`config.mk`:
```
export PLATFORM = sky130hd
export DESIGN_NAME = pmcs_top
export DESIGN_NICKNAME = d
export VERILOG_FILES = /design/src/rtl/pmcs_pkg.sv /design/src/rtl/pmcs_top.sv
export SDC_FILE = /design/constraint.sdc
export NUM_CORES = 1
export LEC_CHECK = 0
export BUFFER_PORTS_ARGS = -buffer_cell sky130_fd_sc_hd__buf_2
export CORE_MARGIN = 2
export CORE_UTILIZATION = 53
export CTS_BUF_LIST = sky130_fd_sc_hd__clkbuf_4 sky130_fd_sc_hd__clkbuf_8 sky130_fd_sc_hd__clkbuf_16
export DETAILED_ROUTE_END_ITERATION = 16
export GPL_TIMING_DRIVEN = 0
export PLACE_DENSITY = 0.8
export SLEW_MARGIN = 20
export SYNTH_ARGS = -nofsm -noshare
export SYNTH_HDL_FRONTEND = slang
export SYNTH_SLANG_ARGS = --single-unit
```
`constraint.sdc`:
```
create_clock -name I_CLOCK -period 5.1 [get_ports I_CLOCK]
set_input_delay 0.255 -clock I_CLOCK [delete_from_list [all_inputs] [get_ports I_CLOCK]]
set_output_delay 0.255 -clock I_CLOCK [all_outputs]
set_load 0.01 [all_outputs]
```
`src/rtl/pmcs_pkg.sv`:
```
// pmcs_pkg: shared constants and types of the power-mode and clock-select block
// assumes a 32-bit AXI4-Lite register bus, register byte address = 4 * index
package pmcs_pkg;

  // register indices, byte address is four times the index
  localparam logic [7:0] IDX_POWER_CONTROL = 8'h87;
  localparam logic [7:0] IDX_CLOCK_SOURCE_SELECT = 8'h8F;
  localparam logic [7:0] IDX_WAKE_SOURCE_MASK = 8'h9F;
  localparam logic [7:0] IDX_SPEED_MODE_CONTROL = 8'hC4;
  localparam logic [7:0] IDX_TIMED_ACCESS = 8'hC9;

  // reset values
  localparam logic [7:0] RST_POWER_CONTROL = 8'h00;
  localparam logic [7:0] RST_CLOCK_SOURCE_SELECT = 8'h0C;
  localparam logic [7:0] RST_WAKE_SOURCE_MASK = 8'hFF;
  localparam logic RST_DIVIDER_CTL_LOW = 1'b1;
  localparam logic RST_AUTO_RETURN_NORMAL = 1'b0;

  // field positions
  localparam int POS_BAUD_DOUBLE = 7;
  localparam int POS_SLEEP = 2;
  localparam int POS_STOP = 1;
  localparam int POS_IDLE = 0;
  localparam int POS_DIV_HIGH = 7;
  localparam int POS_DIV_LOW = 6;
  localparam int POS_AUTO_RET = 5;
  localparam int POS_PREDIV_LSB = 4;
  localparam int POS_REGRDY_LSB = 2;
  localparam int POS_SRC_LSB = 0;

  // timed-access unlock sequence and window
  localparam logic [7:0] TA_KEY_FIRST = 8'hAA;
  localparam logic [7:0] TA_KEY_SECOND = 8'h55;
  localparam logic [7:0] TA_KEY_CLOSE = 8'h00;
  localparam int TA_WINDOW_CYCLES = 256;

  // regulator-ready delays in slow-oscillator cycles
  localparam logic [8:0] REGRDY_CODE0 = 9'h008;
  localparam logic [8:0] REGRDY_CODE1 = 9'h010;
  localparam logic [8:0] REGRDY_CODE2 = 9'h040;
  localparam logic [8:0] REGRDY_CODE3 = 9'h100;

  // system clock source codes
  localparam logic [1:0] SRC_FAST_OSC = 2'h0;
  localparam logic [1:0] SRC_SLOW_OSC = 2'h1;
  localparam logic [1:0] SRC_FAST_OSC_ALT = 2'h2;
  localparam logic [1:0] SRC_EXT_CLOCK_IN = 2'h3;

  localparam logic [1:0] AXI_OKAY = 2'h0;
  localparam logic [1:0] AXI_SLVERR = 2'h2;

  typedef enum logic [2:0] {
    MODE_WAKE_DELAY, MODE_RUN, MODE_IDLE, MODE_STOP, MODE_SLEEP
  } pmcs_mode_t;

  // gates and supplies steered by the power mode
  typedef struct packed {
    logic cpu_clk_en;
    logic periph_clk_en;
    logic fast_osc_en;
    logic regulator_en;
    logic bandgap_en;
  } pmcs_power_t;

endpackage

```
`src/rtl/pmcs_top.sv`:
```
// pmcs_top: power modes, system clock select, pre-divider and wake control
// assumes AXI4-Lite master on I_CLOCK, slow oscillator and wake lines asynchronous
`timescale 1ns/1ps

// Behaviour
// - stop bit set with sleep clear gates CPU and peripheral clocks, enters stop
// - sleep and stop both set enter sleep, also dropping bandgap and regulator
// - stop ends only on non-clocked wake or reset; stop bit self-clears
// - leaving sleep clears both sleep and stop bits
// - sleep wake waits for regulator settling, extra under 64 fast-osc cycles
// - idle bit stops CPU clock only; external peripherals keep their clocks
// - in idle, external peripheral and pin interrupts wake the CPU
// - idle exits on any wake-line rising edge or I_IDLE_IRQ, unlike stop; idle bit self-clears
// - upper divider bit hardwired zero, always reads zero
// - divide-by-257 mode unreachable; lower bit alone means full speed
// - switch-back bit readable and writable, without functional effect
// - four-bit pre-divider maps codes to 1, even 2..16, 32, 64, 128, 256
// - regulator-ready code picks 8, 16, 64 or 256 slow cycles; longest default
// - source code 0 or 2 fast osc, 1 slow osc, 3 external clock
// - clock select and wake mask writes need open timed window; reads free
// - eight wake mask bits enable internal lines and two pin interrupts
// - enabled wake event restarts fast oscillator and system clock
// - wake detection uses the edge even for level interrupts
// - wake path ignores interrupt enables
// - only pins and non-clocked sources wake from stop or sleep
// - power control bit 7 reserved, no functional effect
// - 0xAA then 0x55 opens a 256-cycle write window
// - stop disables fast oscillator cleanly on its last edge
// - sleep wake re-enables regulator, resumes after regulator-ready delay
module pmcs_top
  import pmcs_pkg::*;
#(
  parameter int ADDR_W = 12,
  parameter int WAKE_LINES = 8
) (
  input wire logic I_CLOCK,
  input wire logic I_RSTN,
  input wire logic [ADDR_W-1:0] I_AWADDR,
  input wire logic I_AWVALID,
  output logic O_AWREADY,
  input wire logic [31:0] I_WDATA,
  input wire logic [3:0] I_WSTRB,
  input wire logic I_WVALID,
  output logic O_WREADY,
  output logic [1:0] O_BRESP,
  output logic O_BVALID,
  input wire logic I_BREADY,
  input wire logic [ADDR_W-1:0] I_ARADDR,
  input wire logic I_ARVALID,
  output logic O_ARREADY,
  output logic [31:0] O_RDATA,
  output logic [1:0] O_RRESP,
  output logic O_RVALID,
  input wire logic I_RREADY,
  input wire logic I_SLOW_OSC,
  input wire logic [WAKE_LINES-1:0] I_WAKE_LINES,
  input wire logic I_IDLE_IRQ,
  output pmcs_power_t O_POWER,
  output pmcs_mode_t O_MODE,
  output logic [1:0] O_SYSTEM_CLOCK_SOURCE,
  output logic [8:0] O_PREDIV_FACTOR,
  output logic O_REDUCED_SPEED,
  output logic O_AUTO_RETURN_NORMAL,
  output logic O_WAKE_PULSE,
  output logic O_TA_WINDOW_OPEN
);

  // reset release through two flops
  logic rst_meta_q;
  logic rstn_q;
  always_ff @(posedge I_CLOCK or negedge I_RSTN) begin
    if (!I_RSTN) begin
      rst_meta_q <= 1'b0;
      rstn_q <= 1'b0;
    end else begin
      rst_meta_q <= 1'b1;
      rstn_q <= rst_meta_q;
    end
  end

  // three-flop sampling of slow oscillator and wake lines
  localparam int SYNC_W = WAKE_LINES + 1;
  logic [SYNC_W-1:0] s1_q, s2_q, s3_q, stable_q;
  logic [SYNC_W-1:0] stable_d;
  always_ff @(posedge I_CLOCK or negedge rstn_q) begin
    if (!rstn_q) begin
      s1_q <= '0;
      s2_q <= '0;
      s3_q <= '0;
      stable_q <= '0;
    end else begin
      s1_q <= {I_SLOW_OSC, I_WAKE_LINES};
      s2_q <= s1_q;
      s3_q <= s2_q;
      stable_q <= stable_d;
    end
  end
  always_comb begin
    for (int i = 0; i < SYNC_W; i++) begin
      stable_d[i] = (s2_q[i] == s3_q[i]) ? s3_q[i] : stable_q[i];
    end
  end
  logic [SYNC_W-1:0] rise;
  assign rise = stable_d & ~stable_q;
  logic slow_tick;
  assign slow_tick = rise[SYNC_W-1];

  // register state
  logic baud_double_reserved_q;
  logic sleep_q, stop_q, idle_q;
  logic divider_ctl_low_q, auto_return_normal_q;
  logic [7:0] clock_source_select_q;
  logic [7:0] wake_source_mask_q;
  pmcs_mode_t mode_q, mode_d;

  // AXI write channel capture
  logic aw_have_q, w_have_q, bvalid_q;
  logic [7:0] aw_idx_q;
  logic [7:0] wbyte_q;
  logic wlane_q;
  logic [1:0] bresp_q;
  logic wr_fire;
  assign O_AWREADY = !aw_have_q && !bvalid_q;
  assign O_WREADY = !w_have_q && !bvalid_q;
  assign wr_fire = aw_have_q && w_have_q && !bvalid_q;
  always_ff @(posedge I_CLOCK or negedge rstn_q) begin
    if (!rstn_q) begin
      aw_have_q <= 1'b0;
      w_have_q <= 1'b0;
      aw_idx_q <= '0;
      wbyte_q <= '0;
      wlane_q <= 1'b0;
    end else begin
      if (I_AWVALID && O_AWREADY) begin
        aw_have_q <= 1'b1;
        aw_idx_q <= I_AWADDR[9:2];
      end else if (wr_fire) begin
        aw_have_q <= 1'b0;
      end
      if (I_WVALID && O_WREADY) begin
        w_have_q <= 1'b1;
        wbyte_q <= I_WDATA[7:0];
        wlane_q <= I_WSTRB[0];
      end else if (wr_fire) begin
        w_have_q <= 1'b0;
      end
    end
  end

  function automatic logic idx_mapped(input logic [7:0] idx);
    idx_mapped = (idx == IDX_POWER_CONTROL) || (idx == IDX_CLOCK_SOURCE_SELECT) ||
      (idx == IDX_WAKE_SOURCE_MASK) || (idx == IDX_SPEED_MODE_CONTROL) ||
      (idx == IDX_TIMED_ACCESS);
  endfunction

  always_ff @(posedge I_CLOCK or negedge rstn_q) begin
    if (!rstn_q) begin
      bvalid_q <= 1'b0;
      bresp_q <= AXI_OKAY;
    end else if (wr_fire) begin
      bvalid_q <= 1'b1;
      bresp_q <= idx_mapped(aw_idx_q) ? AXI_OKAY : AXI_SLVERR;
    end else if (I_BREADY) begin
      bvalid_q <= 1'b0;
    end
  end
  assign O_BVALID = bvalid_q;
  assign O_BRESP = bresp_q;

  logic wr_en;
  assign wr_en = wr_fire && wlane_q;
  function automatic logic wr_to(input logic [7:0] idx, input logic [7:0] tgt);
    wr_to = idx == tgt;
  endfunction

  localparam int TA_CNT_W = $clog2(TA_WINDOW_CYCLES + 1);
  localparam logic [TA_CNT_W-1:0] TA_LOAD = TA_CNT_W'(TA_WINDOW_CYCLES);
  logic ta_armed_q;
  logic [TA_CNT_W-1:0] ta_cnt_q;
  logic ta_open;
  assign ta_open = ta_cnt_q != '0;
  always_ff @(posedge I_CLOCK or negedge rstn_q) begin
    if (!rstn_q) begin
      ta_armed_q <= 1'b0;
      ta_cnt_q <= '0;
    end else if (wr_en && wr_to(aw_idx_q, IDX_TIMED_ACCESS)) begin
      ta_armed_q <= wbyte_q == TA_KEY_FIRST;
      if (ta_armed_q && wbyte_q == TA_KEY_SECOND) begin
        ta_cnt_q <= TA_LOAD;
      end else if (wbyte_q == TA_KEY_CLOSE) begin
        ta_cnt_q <= '0;
      end else if (ta_open) begin
        ta_cnt_q <= ta_cnt_q - 1'b1;
      end
    end else if (ta_open) begin
      ta_cnt_q <= ta_cnt_q - 1'b1;
    end
  end

  logic wr_clock_source_select, wr_mask, wr_power_control, wr_pmr;
  assign wr_clock_source_select = wr_en && wr_to(aw_idx_q, IDX_CLOCK_SOURCE_SELECT) && ta_open;
  assign wr_mask = wr_en && wr_to(aw_idx_q, IDX_WAKE_SOURCE_MASK) && ta_open;
  assign wr_power_control = wr_en && wr_to(aw_idx_q, IDX_POWER_CONTROL);
  assign wr_pmr = wr_en && wr_to(aw_idx_q, IDX_SPEED_MODE_CONTROL);

  always_ff @(posedge I_CLOCK or negedge rstn_q) begin
    if (!rstn_q) begin
      clock_source_select_q <= RST_CLOCK_SOURCE_SELECT;
      wake_source_mask_q <= RST_WAKE_SOURCE_MASK;
    end else begin
      if (wr_clock_source_select) begin
        clock_source_select_q <= wbyte_q;
      end
      if (wr_mask) begin
        wake_source_mask_q <= wbyte_q;
      end
    end
  end

  // switch-back stored only; upper bit never stored
  always_ff @(posedge I_CLOCK or negedge rstn_q) begin
    if (!rstn_q) begin
      divider_ctl_low_q <= RST_DIVIDER_CTL_LOW;
      auto_return_normal_q <= RST_AUTO_RETURN_NORMAL;
    end else if (wr_pmr) begin
      divider_ctl_low_q <= wbyte_q[POS_DIV_LOW];
      auto_return_normal_q <= wbyte_q[POS_AUTO_RET];
    end
  end

  // wake sources
  logic mask_wake, idle_wake;
  // independent of interrupt enables; only masked async lines
  assign mask_wake = |(rise[WAKE_LINES-1:0] & wake_source_mask_q);
  // idle also woken by clocked peripheral interrupts
  assign idle_wake = I_IDLE_IRQ || (|rise[WAKE_LINES-1:0]);

  // regulator-ready delay counter on slow-oscillator edges
  logic [8:0] rdy_cnt_q;
  logic [8:0] rdy_load;
  always_comb begin
    case (clock_source_select_q[POS_REGRDY_LSB +: 2])
      2'h0: rdy_load = REGRDY_CODE0;
      2'h1: rdy_load = REGRDY_CODE1;
      2'h2: rdy_load = REGRDY_CODE2;
      default: rdy_load = REGRDY_CODE3;
    endcase
  end

  always_comb begin
    mode_d = mode_q;
    case (mode_q)
      MODE_WAKE_DELAY: begin
        if (rdy_cnt_q == '0) begin
          mode_d = MODE_RUN;
        end
      end
      MODE_RUN: begin
        if (sleep_q && stop_q) begin
          mode_d = MODE_SLEEP;
        end else if (stop_q) begin
          mode_d = MODE_STOP;
        end else if (idle_q) begin
          mode_d = MODE_IDLE;
        end
      end
      MODE_IDLE: begin
        if (idle_wake) begin
          mode_d = MODE_RUN;
        end
      end
      MODE_STOP: begin
        // only a masked async wake leaves stop
        if (mask_wake) begin
          mode_d = MODE_RUN;
        end
      end
      MODE_SLEEP: begin
        if (mask_wake) begin
          mode_d = MODE_WAKE_DELAY;
        end
      end
      default: mode_d = MODE_RUN;
    endcase
  end

  always_ff @(posedge I_CLOCK or negedge rstn_q) begin
    if (!rstn_q) begin
      mode_q <= MODE_WAKE_DELAY;
    end else begin
      mode_q <= mode_d;
    end
  end

  // delay also applies after reset, default code is longest
  always_ff @(posedge I_CLOCK or negedge rstn_q) begin
    if (!rstn_q) begin
      rdy_cnt_q <= REGRDY_CODE3;
    end else if (mode_q == MODE_SLEEP && mode_d == MODE_WAKE_DELAY) begin
      rdy_cnt_q <= rdy_load;
    end else if (mode_q == MODE_WAKE_DELAY && slow_tick && rdy_cnt_q != '0) begin
      rdy_cnt_q <= rdy_cnt_q - 1'b1;
    end
  end

  // power control bits, hardware clear on mode exit
  logic leave_stop, leave_sleep, leave_idle;
  assign leave_stop = mode_q == MODE_STOP && mode_d == MODE_RUN;
  assign leave_sleep = mode_q == MODE_WAKE_DELAY && mode_d == MODE_RUN;
  assign leave_idle = mode_q == MODE_IDLE && mode_d == MODE_RUN;
  always_ff @(posedge I_CLOCK or negedge rstn_q) begin
    if (!rstn_q) begin
      baud_double_reserved_q <= RST_POWER_CONTROL[POS_BAUD_DOUBLE];
      sleep_q <= RST_POWER_CONTROL[POS_SLEEP];
      stop_q <= RST_POWER_CONTROL[POS_STOP];
      idle_q <= RST_POWER_CONTROL[POS_IDLE];
    end else if (wr_power_control) begin
      baud_double_reserved_q <= wbyte_q[POS_BAUD_DOUBLE];
      sleep_q <= wbyte_q[POS_SLEEP];
      stop_q <= wbyte_q[POS_STOP];
      idle_q <= wbyte_q[POS_IDLE];
    end else begin
      if (leave_sleep) begin
        sleep_q <= 1'b0;
        stop_q <= 1'b0;
      end
      if (leave_stop) begin
        stop_q <= 1'b0;
      end
      if (leave_idle || leave_stop || leave_sleep) begin
        idle_q <= 1'b0;
      end
    end
  end

  // power gating, registered from next mode
  function automatic pmcs_power_t power_of(input pmcs_mode_t m);
    pmcs_power_t p;
    p = '{cpu_clk_en: 1'b1, periph_clk_en: 1'b1, fast_osc_en: 1'b1,
      regulator_en: 1'b1, bandgap_en: 1'b1};
    case (m)
      MODE_IDLE: p.cpu_clk_en = 1'b0;
      // stop gates all clocks; oscillator off
      MODE_STOP: begin
        p.cpu_clk_en = 1'b0;
        p.periph_clk_en = 1'b0;
        p.fast_osc_en = 1'b0;
      end
      // sleep also drops bandgap and regulator
      MODE_SLEEP: p = '0;
      // regulator on, clocks held during settling
      MODE_WAKE_DELAY: begin
        p.cpu_clk_en = 1'b0;
        p.periph_clk_en = 1'b0;
        p.fast_osc_en = 1'b0;
      end
      default: p = p;
    endcase
    power_of = p;
  endfunction

  // idle keeps peripheral clocks; wake restores oscillator and clock
  always_ff @(posedge I_CLOCK or negedge rstn_q) begin
    if (!rstn_q) begin
      O_POWER <= '{cpu_clk_en: 1'b0, periph_clk_en: 1'b0, fast_osc_en: 1'b0,
        regulator_en: 1'b1, bandgap_en: 1'b1};
      O_WAKE_PULSE <= 1'b0;
    end else begin
      O_POWER <= power_of(mode_d);
      O_WAKE_PULSE <= leave_stop || leave_sleep || leave_idle;
    end
  end
  assign O_MODE = mode_q;

  function automatic logic [8:0] prediv(input logic [3:0] code);
    case (code)
      4'h0: prediv = 9'h001;
      4'h1, 4'h2, 4'h3, 4'h4, 4'h5, 4'h6, 4'h7, 4'h8: prediv = {4'h0, code, 1'b0};
      4'h9: prediv = 9'h020;
      4'hA: prediv = 9'h040;
      4'hB: prediv = 9'h080;
      default: prediv = 9'h100;
    endcase
  endfunction

  always_ff @(posedge I_CLOCK or negedge rstn_q) begin
    if (!rstn_q) begin
      O_PREDIV_FACTOR <= 9'h001;
      O_SYSTEM_CLOCK_SOURCE <= SRC_FAST_OSC;
      O_AUTO_RETURN_NORMAL <= RST_AUTO_RETURN_NORMAL;
      O_TA_WINDOW_OPEN <= 1'b0;
    end else begin
      O_PREDIV_FACTOR <= prediv(clock_source_select_q[POS_PREDIV_LSB +: 4]);
      // codes 0 and 2 both mean fast oscillator
      O_SYSTEM_CLOCK_SOURCE <= (clock_source_select_q[1:0] == SRC_FAST_OSC_ALT) ? SRC_FAST_OSC :
        clock_source_select_q[1:0];
      O_AUTO_RETURN_NORMAL <= auto_return_normal_q;
      O_TA_WINDOW_OPEN <= ta_open;
    end
  end
  // needs both divider bits, upper one is fixed zero
  assign O_REDUCED_SPEED = 1'b0;

  // read channel
  logic rvalid_q;
  logic [31:0] rdata_q;
  logic [1:0] rresp_q;
  logic [7:0] rd_byte;
  logic [7:0] ar_idx;
  assign ar_idx = I_ARADDR[9:2];
  always_comb begin
    rd_byte = 8'h00;
    case (ar_idx)
      IDX_POWER_CONTROL: rd_byte[POS_BAUD_DOUBLE] = baud_double_reserved_q;
      IDX_CLOCK_SOURCE_SELECT: begin
        rd_byte[POS_PREDIV_LSB +: 4] = clock_source_select_q[POS_PREDIV_LSB +: 4];
        rd_byte[POS_SRC_LSB +: 2] = clock_source_select_q[POS_SRC_LSB +: 2];
      end
      IDX_WAKE_SOURCE_MASK: rd_byte = wake_source_mask_q;
      IDX_SPEED_MODE_CONTROL: begin
        rd_byte[POS_DIV_HIGH] = 1'b0;
        rd_byte[POS_DIV_LOW] = divider_ctl_low_q;
        rd_byte[POS_AUTO_RET] = auto_return_normal_q;
      end
      IDX_TIMED_ACCESS: rd_byte[0] = ta_open;
      default: rd_byte = 8'h00;
    endcase
  end
  assign O_ARREADY = !rvalid_q;
  always_ff @(posedge I_CLOCK or negedge rstn_q) begin
    if (!rstn_q) begin
      rvalid_q <= 1'b0;
      rdata_q <= '0;
      rresp_q <= AXI_OKAY;
    end else if (I_ARVALID && O_ARREADY) begin
      rvalid_q <= 1'b1;
      rdata_q <= {24'h000000, rd_byte};
      rresp_q <= idx_mapped(ar_idx) ? AXI_OKAY : AXI_SLVERR;
    end else if (I_RREADY) begin
      rvalid_q <= 1'b0;
    end
  end
  assign O_RVALID = rvalid_q;
  assign O_RDATA = rdata_q;
  assign O_RRESP = rresp_q;

endmodule

```
Word-level counts from Yosys, hierarchy flattened
Index checks and enable logic that the tools add are counted.

Register bits: 134. Output and inout port bits: 64. Logic and storage cells: 197.

$add $sub $neg: 2. Equality and inequality tests: 43. Mux-type cells: 50. Bitwise operators: 3. Reductions and logical operators: 61.

Operator list (count): 8-bit == test (second input constant) (11); 9-bit two-way mux (6); 9-bit one-hot mux with 5 select lines (1); 9-bit one-hot mux with 3 select lines (1); 8-bit OR reduction (3); 1-bit logical AND (23); 1-bit two-way mux (23); 3-bit two-way mux (7); 9-bit nonzero test (2); 9-bit by 1-bit subtractor with 9-bit output (second input constant) (2); 4-bit by 3-bit == test with 1-bit output (second input constant) (4); 4-bit == test (second input constant) (4); 3-bit one-hot mux with 5 select lines (1); 2-bit nonzero test (7); 1-bit logical OR (13); 3-bit by 2-bit == test with 1-bit output (second input constant) (4); 2-bit two-way mux (6); 9-bit AND (1); 1-bit == test (9); 9-bit logical NOT (1); 9-bit inverter (1); 8-bit AND (1); 4-bit by 2-bit == test with 1-bit output (second input constant) (2); 8-bit by 7-bit == test with 1-bit output (second input constant) (1); 16 further kinds (25).

Depth between registers and ports, before layout
Gate-level depths: netlist (run 1).

Word-level depth: 13. Gate-level depth with buffers: 8.

Worst setup path after synthesis (run 1)
OpenSTA, ideal clock, no wires.

Path kind: register to register. Start point: register ta_cnt_q[3]. End point: register wake_source_mask_q[0]. Setup time: 0.082 ns. Arrival time: 1.999 ns. Required time: 5.018 ns. Path slack: 3.019 ns. Cell stages (with the launch flop): 6. Path buffers: 0. Clock period less this slack: 2.081 ns. Cells stage by stage: dfrtp_1 > or4_4 > nor4_4 > inv_4 > nand4_2 > mux2_2.

Word-level cells in the longest chain between the ends: 2.

RTL lines: start, declared (line pmcs_top.sv:179) `logic [TA_CNT_W-1:0] ta_cnt_q;`; start signal, assigned (line pmcs_top.sv:193) `ta_cnt_q <= ta_cnt_q - 1'b1;`; start signal, assigned (line pmcs_top.sv:196) `ta_cnt_q <= ta_cnt_q - 1'b1;`; 9-bit nonzero test (line pmcs_top.sv:181) `assign ta_open = ta_cnt_q != '0;`; net ta_open (line pmcs_top.sv:180) `logic ta_open;`; 1-bit logical AND (line pmcs_top.sv:202) `assign wr_mask = wr_en && wr_to(aw_idx_q, IDX_WAKE_SOURCE_MASK) && ta_open;`; end signal, assigned (line pmcs_top.sv:215) `wake_source_mask_q <= wbyte_q;`; end, declared (line pmcs_top.sv:113) `logic [7:0] wake_source_mask_q;`.

The timed path passes the listed nets, and every way through them passes these cells. A chain may end at the register's enable or synchronous reset.

Worst setup path after layout (run 1)
Start point: register ta_cnt_q[3]. End point: register wake_source_mask_q[7].

Same word-level chain as after synthesis.

==> results_dict.tcl, run 1 <==
set metrics [dict create \
    grt_pass1_wl_um 18750 \
    core_area_sq_mm 0.01028 \
    worst_slack_ns 2.740 \
    pin_count 141 \
    final_nets 683 \
    rows 37 \
    ff2ff_path_depth 5 \
    synthTopCellsByArea "dfrtp_1 (52%), dfstp_2 (6.6%), mux2_2 (6.1%)" \
    synth_top_cell_by_area "dfrtp_1" \
    synthTopCellsByCount "dfrtp_1 (116), nand2_1 (35), mux2_2 (30), buf_4 (29), nor2_1 (24)" \
    routed-via-count 3933 \
    cp_slowest_stage_delay_ns 0.59 \
    numClockSinks 130 \
    synthToLayoutAreaGrowth_pct 28.64 \
    gp_congestion 0.8054 \
    cp.arrival_ns 2.80 \
    met1_usage_pct 26.86 \
    antenna_found_initial 0 \
    io_buffer_count 78 \
    p_leak_nw 3.276 \
    die_h_um 106.5 \
    critPathBufInv 1 \
    synth_seq_cells 130 \
    ys_types 65 \
    dp_cells 692 \
    ant_nets 0 \
    tns_ns 0 \
    finalCritPeriodShare_pct 46.28 \
    die_area_sq_mm 0.01134 \
    syn_inst 450 \
    insertion_delay_ns 0.51 \
    hold_slack_ns 0.06037 \
    yosysSeqAreaShare_pct 58.75 \
    grtUsageMet2_pct 35.44 \
    yosysWarnings 0 \
    drive_gt1_share_pct 34.36 \
    rsz0062_at_grt "false" \
    layoutNonFillerInstCount 753 \
    end_kind "flip-flop" \
    status "completed" \
    hold_viol_final 0 \
    track_usage_pct 21.32 \
    synth_flop_cell "dfrtp_1" \
    setup_viol 0 \
    path_cells "or4_4 -> nor4_4 -> inv_4 -> nand4_2 -> mux2_2" \
    cts_buffer_depth 2 \
    grt_max_degree 46 \
    start_util_pct 54.16 \
    first_pass_iters 6 \
    h-tree-depth 4 \
    slew_viol_final 0 \
    crit_path_top_delay_cell "or4_4" \
    fmax_mhz 423.7 \
    synth_most_common_cell "dfrtp_1" \
    crit_type "reg2reg" \
    die_w_um 106.5 \
    cp_max_fo 8 \
    pwr_density_cell_mw_per_mm2 434.1 \
    drtIter0Drc 194 \
    fin_util_pct 69.67 \
    ys_async_sr_fraction_pct 100.0 \
    ir_worst_vdd_uv 246.9 \
    post_cts_buffers 0 \
    relSlewSlack_pct 52.03 \
    crit_cells 5 \
    cp.required_ns 5.54 \
    grt_pass1_vias 3951 \
    yosysTopAreaCellShare_pct 52.15 \
    synth.avg_cell_area_sq_um 12.37 \
    min_period_ns 2.360 \
    cts_tree "yes" \
    clk_pin_slew_ns 0.06 \
    clockRootBuffer "clkbuf_8" \
    cts_made_buffers 17 \
    n_antenna_cell 0 \
    start_kind "flip-flop" \
    crit_family "simple AND/OR/NAND/NOR gates" \
    tightest_slew_ns 0.7140 \
    synth_area_sq_mm 0.005567 \
    hold_path_class "in2async" \
    wl_per_cell_um 15.20 \
    maxCapViolCount 0 \
    synth-edff-count 0 \
    skew_ns 0.01025 \
    gr-max-usage-layer "met2" \
    drc 0 \
    hpwl_um 7566 \
    vias_per_cell 5.223 \
    drt-total-wl_um 11450 \
    post-place-ws_ns 2.746 \
    overflow 0 \
    grtUsageMet3_pct 5.518 \
]
stage by stage:
step	power [W]	area (sq um)
after detailed placement	0.001899	6269
after CTS	0.003129	7161
final	0.003109	7161
after floorplan	0.001717	5664
after global routing	0.003263	7161
after global placement	0.001861	6225
state kept, by name (all words and copies together), names as in the netlist, 2 cells and up:
name                   count
O_MODE                     3
O_POWER                    3
O_PREDIV_FACTOR            9
O_RDATA                    8
O_SYSTEM_CLOCK_SOURCE      2
aw_idx_q                   8
clock_source_select_q      8
rdy_cnt_q                  9
s1_q                       9
s2_q                       9
s3_q                       9
stable_q                   9
ta_cnt_q                   9
wake_source_mask_q         8
wbyte_q                    8
power by group:
part	internal, W	leakage, nW	switching (W)	total [W]
Combinational	0.000275	1.43	0.000239	0.000514
Sequential	0.00120	1.56	0.000195	0.00139
Clock	0.000769	0.281	0.000431	0.00120
Total	0.00224	3.28	0.000865	0.00311
cell usage in the layout, fill, tap and decap left out, types with 16 or more instances in the layout:
master / instances
mux2_2: 30
conb_1: 28
nand2_1: 35
nor2_1: 24
dfrtp_1: 115
buf_2: 78
dlygate4sd3_1: 29
buf_4: 29
o21ai_0: 17
clkbuf_16: 16
path summary, 6_finish.rpt:
path                                  start  slack [ns]               endpoint
worst max-delay path            ta_cnt_q[3]        2.74  wake_source_mask_q[7]
worst min-delay path                 I_RSTN        0.06                 rstn_q
worst max register to register  ta_cnt_q[3]        2.74  wake_source_mask_q[7]
worst min register to register       rstn_q        0.33                s1_q[7]
max in group asynchronous            rstn_q        4.09  wake_source_mask_q[5]
min in group I_CLOCK            I_ARADDR[3]        0.15             O_RDATA[7]
area by class of cell:
| type | instances | area (sq um) |
|---|---|---|
| Buffer | 38 | 255.2 |
| Clock buffer | 20 | 442.9 |
| Clock inverter | 12 | 158.9 |
| Fill cell | 728 | 3117 |
| Inverter | 15 | 58.81 |
| Multi-Input combinational cell | 293 | 2079 |
| Sequential cell | 130 | 3274 |
| Tap cell | 136 | 170.2 |
| Timing Repair Buffer | 109 | 720.7 |
routing by layer:
metal	share of wire [%]	wire length, um
met1	43	4966
met2	50	5734
met3	5.3	602
met4	1.3	146
met5	0	0
logic make-up (layout without fill, tap and decap cells):
group / Yosys count / in the layout / share of synthesized area (%)
flops: 130 / 130 / 58.75
fa+ha+maj: 7 / 7 / 1.349
compound gates: 52 / 52 / 6.294
buf+inv: 53 / 194 / 5.642
xor+xnor: 12 / 12 / 1.888
other cells: 2 / 28 / 0.1349
mux: 44 / 44 / 9.306
simple gates: 150 / 150 / 16.63
timing repair:
action                    in CTS  in global routing
hold buffers                  29                  0
hold endpoints to repair      30                  0
gates resized for setup        0                  0
Note: power is estimated with default switching activity, not from simulation.
==> run 2, diff against run 1 <==
==> constraint.sdc (replaced) <==
create_clock -name I_CLOCK -period 2.2 [get_ports I_CLOCK]
set_input_delay 0.11 -clock I_CLOCK [delete_from_list [all_inputs] [get_ports I_CLOCK]]
set_output_delay 0.11 -clock I_CLOCK [all_outputs]
set_load 0.01 [all_outputs]
==> results_dict.tcl, run 2 (synthesis gave the netlist of run 1 again) <==
set metrics [dict create \
    finalCritPeriodShare_pct 98.38 \
    regToRegEndpoint "clock_source_select_q[7]" \
    fmax_mhz 462.0 \
    p_switching_w 0.002027 \
    rows 37 \
    cp_slowest_stage_delay_ns 0.48 \
    grt_pass1_vias 3937 \
    cts_made_buffers 17 \
    crit_path_top_delay_cell "nor4b_2" \
    drt-total-wl_um 11260 \
    rsz0062_at_grt "true" \
    final_nets 691 \
    clk_pin_slew_ns 0.06 \
    seqPwrFrac_pct 43.9 \
    slew_viol_final 0 \
    min_period_ns 2.164 \
    overflow 0 \
    gp_congestion 0.7913 \
    insertion_delay_ns 0.52 \
    grt_max_degree 51 \
    endpoint "clock_source_select_q[7]" \
    ff_latch_area_sq_mm 0.003277 \
    die_w_um 106.5 \
    drive_gt1_share_pct 36.32 \
    status "completed" \
    drtIter0Drc 210 \
    ff2ff_path_depth 5 \
    multiInputGateArea_sq_mm 0.002128 \
    io_buffer_count 78 \
    switching_share_pct 27.59 \
    skew_ns 0.01500 \
    die_h_um 106.5 \
    layout_commonest_cell "dfrtp_1" \
    hold_viol_final 0 \
    setup_viol 0 \
    cp.arrival_ns 2.56 \
    n_antenna_cell 0 \
    power.share.clock_pct 39.0 \
    antenna_found_initial 0 \
    track_usage_pct 21.30 \
    ir_worst_vdd_uv 932.0 \
    clockRootBuffer "clkbuf_8" \
    path_cells "nand4b_1 -> nor4b_2 -> nand3_2 -> nor2_4 -> mux2_4" \
    cts_tree "yes" \
    nFillCells 696 \
    startpoint "O_BVALID" \
    routed-via-count 3954 \
    cp.required_ns 2.59 \
    cp_max_fo 8 \
    tns_ns 0 \
    r2r_setup_slack_ns 0.04 \
    first_pass_iters 5 \
    h-tree-depth 4 \
    p_leak_nw 3.339 \
    numClockSinks 130 \
    vias_per_cell 5.196 \
    hold_path_class "in2reg" \
    layout_common_cells "dfrtp_1 (113), buf_2 (78), nand2_1 (35)" \
    die_area_sq_mm 0.01134 \
    pin_count 141 \
    report.power.total_w 0.007346 \
    ant_nets 0 \
    start_kind "flip-flop" \
    wl_per_cell_um 14.80 \
    start_util_pct 54.16 \
    drc 0 \
    pwr_density_cell_mw_per_mm2 1006 \
    pwr-share-comb_pct 17.0 \
    end_kind "flip-flop" \
    tightest_slew_ns 0.6987 \
    hpwl_um 7748 \
    timing.rr.start "O_BVALID" \
    power.internal_w 0.005320 \
    maxCapViolCount 0 \
    cts_buffer_depth 2 \
    grt_pass1_wl_um 18660 \
    core_area_sq_mm 0.01028 \
    crit_type "reg2reg" \
    synthToLayoutAreaGrowth_pct 31.22 \
    relSlewSlack_pct 53.03 \
]
-- run 2: how the worst min path moves through the flow --
stage	startpoint	to	slack, ns	cells after the start
after floorplan	I_RSTN	rst_meta_q	-0.19	0
after global placement	I_RSTN	rst_meta_q	-0.11	1
after detailed placement	I_RSTN	rst_meta_q	-0.10	1
after CTS	I_ARADDR[7]	O_RDATA[7]	0.0009	4
after global routing	I_ARADDR[7]	O_RDATA[7]	0.05	4
final	I_ARADDR[7]	O_RDATA[7]	0.03	4
-- run 2: per-layer routing --
metal  wire (um)  part of all wire, %  track usage, %  up-vias
met4          55                 0.49           7.885        0
met5           0                    0               0        -
met1        4683                   42           26.31     1931
li1            -                    -               -     1893
met3         706                  6.3           6.376        4
met2        5818                   52           35.53      126
-- run 2: power groups by stage --
stage          registers, W  logic (W)  clock network, W
2_1_floorplan       0.00317   0.000808                 0
6_report            0.00323    0.00125           0.00287
5_1_grt             0.00329    0.00138           0.00302
3_3_place_gp        0.00325    0.00106                 0
3_5_place_dp        0.00326    0.00115                 0
4_1_cts             0.00322    0.00124           0.00292
-- run 2: worst max-delay path: cells and delay by family (launching register included) --
kind | cells | cell delay [ns]
flip-flops | 1 | 0.40
multiplexers | 1 | 0.34
AND/OR/NAND/NOR | 4 | 1.29
-- run 2: metrics by stage --
stage	instances	util (%)	instance area [sq um]	hold slack (ns)	worst slack, ns
after floorplan	476	-	5665	-0.1856	0.04911
after global placement	690	60.58	6226	-0.1051	-0.5610
after detailed placement	692	61.07	6276	-0.1035	-0.1636
after CTS	759	70.61	7257	0.0008525	0.003014
after global routing	761	71.07	7305	0.05364	-0.06111
final	761	71.07	7305	0.03061	0.03564
-- run 2: repair_timing --
action,in CTS,in global routing
setup buffers,2,2
hold endpoints to repair,32,0
endpoints found under the setup margin,27,31
hold buffers,33,0
resized for setup,5,9
pin swaps,3,2
-- run 2: layout make-up --
class,count,share of cell area (%)
Clock inverter,13,2.552
Sequential cell,130,44.86
Tap cell,136,2.330
Inverter,15,0.8051
Buffer,38,3.511
Multi-Input combinational cell,293,29.14
Timing Repair Buffer,117,10.93
Clock buffer,19,5.875
==> run 3, diff against run 2 <==
--- a/config.mk
+++ b/config.mk
@@ -12,6 +12,7 @@
 export DETAILED_ROUTE_END_ITERATION = 16
 export GPL_TIMING_DRIVEN = 0
 export PLACE_DENSITY = 0.8
+export REMOVE_ABC_BUFFERS = 1
 export SLEW_MARGIN = 20
 export SYNTH_ARGS = -nofsm -noshare
 export SYNTH_HDL_FRONTEND = slang
==> results_dict.tcl, run 3 (synthesis gave the netlist of run 1 again) <==
set metrics [dict create \
    status "completed" \
    clockRootBuffer "clkbuf_8" \
    synthToLayoutAreaGrowth_pct 28.68 \
    hold_slack_ns 0.02945 \
    hold_viol_final 0 \
    die_area_sq_mm 0.01134 \
    drt-total-wl_um 12220 \
    insertion_delay_ns 0.52 \
    maxCapViolCount 0 \
    crit_type "reg2reg" \
    slew_viol_final 0 \
    ant_nets 0 \
    antenna_found_initial 0 \
    hold_path_class "in2reg" \
    core_area_sq_mm 0.01028 \
    drive_gt1_share_pct 33.78 \
    ff_latch_area_sq_mm 0.003276 \
    drc 0 \
    io_buffer_count 78 \
    p_switching_w 0.002115 \
    cp_max_fo 6 \
    skew_ns 0.007227 \
    gp_congestion 0.7878 \
    grt_pass1_vias 3930 \
    die_h_um 106.5 \
    drtIter0Drc 262 \
    pwr-share-comb_pct 15.8 \
    pwr_density_cell_mw_per_mm2 1055 \
    cp.required_ns 2.61 \
    power.internal_w 0.005439 \
    wl_per_cell_um 16.79 \
    seqPwrFrac_pct 43.8 \
    power.share.clock_pct 40.5 \
    tightest_slew_ns 0.7633 \
    hpwl_um 7480 \
    report.power.total_w 0.007555 \
    grt_pass1_wl_um 19410 \
    numClockSinks 130 \
    ir_worst_vdd_uv 541.4 \
    start_util_pct 54.16 \
    cts_tree "yes" \
    finalCritPeriodShare_pct 98.23 \
    rsz0062_at_grt "true" \
    switching_share_pct 28.00 \
    die_w_um 106.5 \
    cp.arrival_ns 2.57 \
    h-tree-depth 4 \
    relSlewSlack_pct 48.40 \
    overflow 0 \
    layout_commonest_cell "dfrtp_1" \
    track_usage_pct 22.34 \
    grt_max_degree 61 \
    cts_made_buffers 17 \
    fmax_mhz 462.7 \
    multiInputGateArea_sq_mm 0.002148 \
    routed-via-count 4001 \
    layout_common_cells "dfrtp_1 (114), buf_2 (78), nand2_1 (35)" \
    vias_per_cell 5.496 \
    n_antenna_cell 0 \
    start_kind "flip-flop" \
    tns_ns 0 \
    final_nets 658 \
    pin_count 141 \
    clk_pin_slew_ns 0.06 \
    min_period_ns 2.161 \
    cts_buffer_depth 2 \
    end_kind "flip-flop" \
    nFillCells 686 \
    first_pass_iters 5 \
    setup_viol 0 \
    rows 37 \
    p_leak_nw 3.215 \
]
run 3: worst paths after layout:
kind	startpoint	slack [ns]	to	cells after the start
max reg2reg	aw_idx_q[0]	0.04	baud_double_reserved_q	5
min	I_ARADDR[2]	0.03	O_RRESP[1]	4
min reg2reg	rstn_q	0.19	s3_q[7]	0
max	aw_idx_q[0]	0.04	baud_double_reserved_q	5
max in group asynchronous	rstn_q	1.40	O_PREDIV_FACTOR[0]	1
min in group asynchronous	rstn_q	0.19	s3_q[7]	0
run 3: worst max-delay path, stage by stage, from the launching register on:
cell and delay [ns]:
dfrtp_1 0.49, nand4b_1 0.27, or3b_2 0.56, nor4_4 0.21
buf_4 0.19, mux2_2 0.34
run 3: metal layers:
layer	part of all wire, %	track usage (%)
met5	0	0
met4	2.4	8.071
met3	6.2	7.357
met2	50	37.23
met1	41	27.26
run 3: layout make-up:
cell class,instances,area share [%]
timing repair buffer,122,11.95
clock buffer,20,6.271
sequential,130,45.73
inverter,15,0.8210
clock inverter,12,2.865
multi-input combinational,293,29.99
tap,136,2.376
run 3: power groups by stage:
| stage | clock (W) | combinational, W | sequential, W |
|---|---|---|---|
| floorplan | 0 | 0.000706 | 0.00320 |
| global placement | 0 | 0.000957 | 0.00329 |
| detailed placement | 0 | 0.00106 | 0.00329 |
| CTS | 0.00308 | 0.00116 | 0.00328 |
| global route | 0.00320 | 0.00130 | 0.00336 |
| finish | 0.00306 | 0.00119 | 0.00331 |
run 3: timing repair:
action | 4_1_cts | 5_1_grt
cloned | 0 | 0
hold endpoints to repair | 32 | 0
hold buffers | 33 | 0
pin swaps | 3 | 4
setup buffers | 4 | 5
gates resized for setup | 6 | 9
setup endpoints to repair | 29 | 29
run 3: through the flow:
step / instances / util [%] / area, sq um / setup slack [ns]
2_1_floorplan: 438 / - / 5409 / -1.666
3_3_place_gp: 652 / 58.08 / 5969 / -2.784
6_report: 728 / 69.70 / 7163 / 0.03886
5_1_grt: 728 / 69.70 / 7163 / -0.04543
4_1_cts: 723 / 68.87 / 7078 / -0.0008091
3_5_place_dp: 654 / 58.70 / 6033 / -0.1850
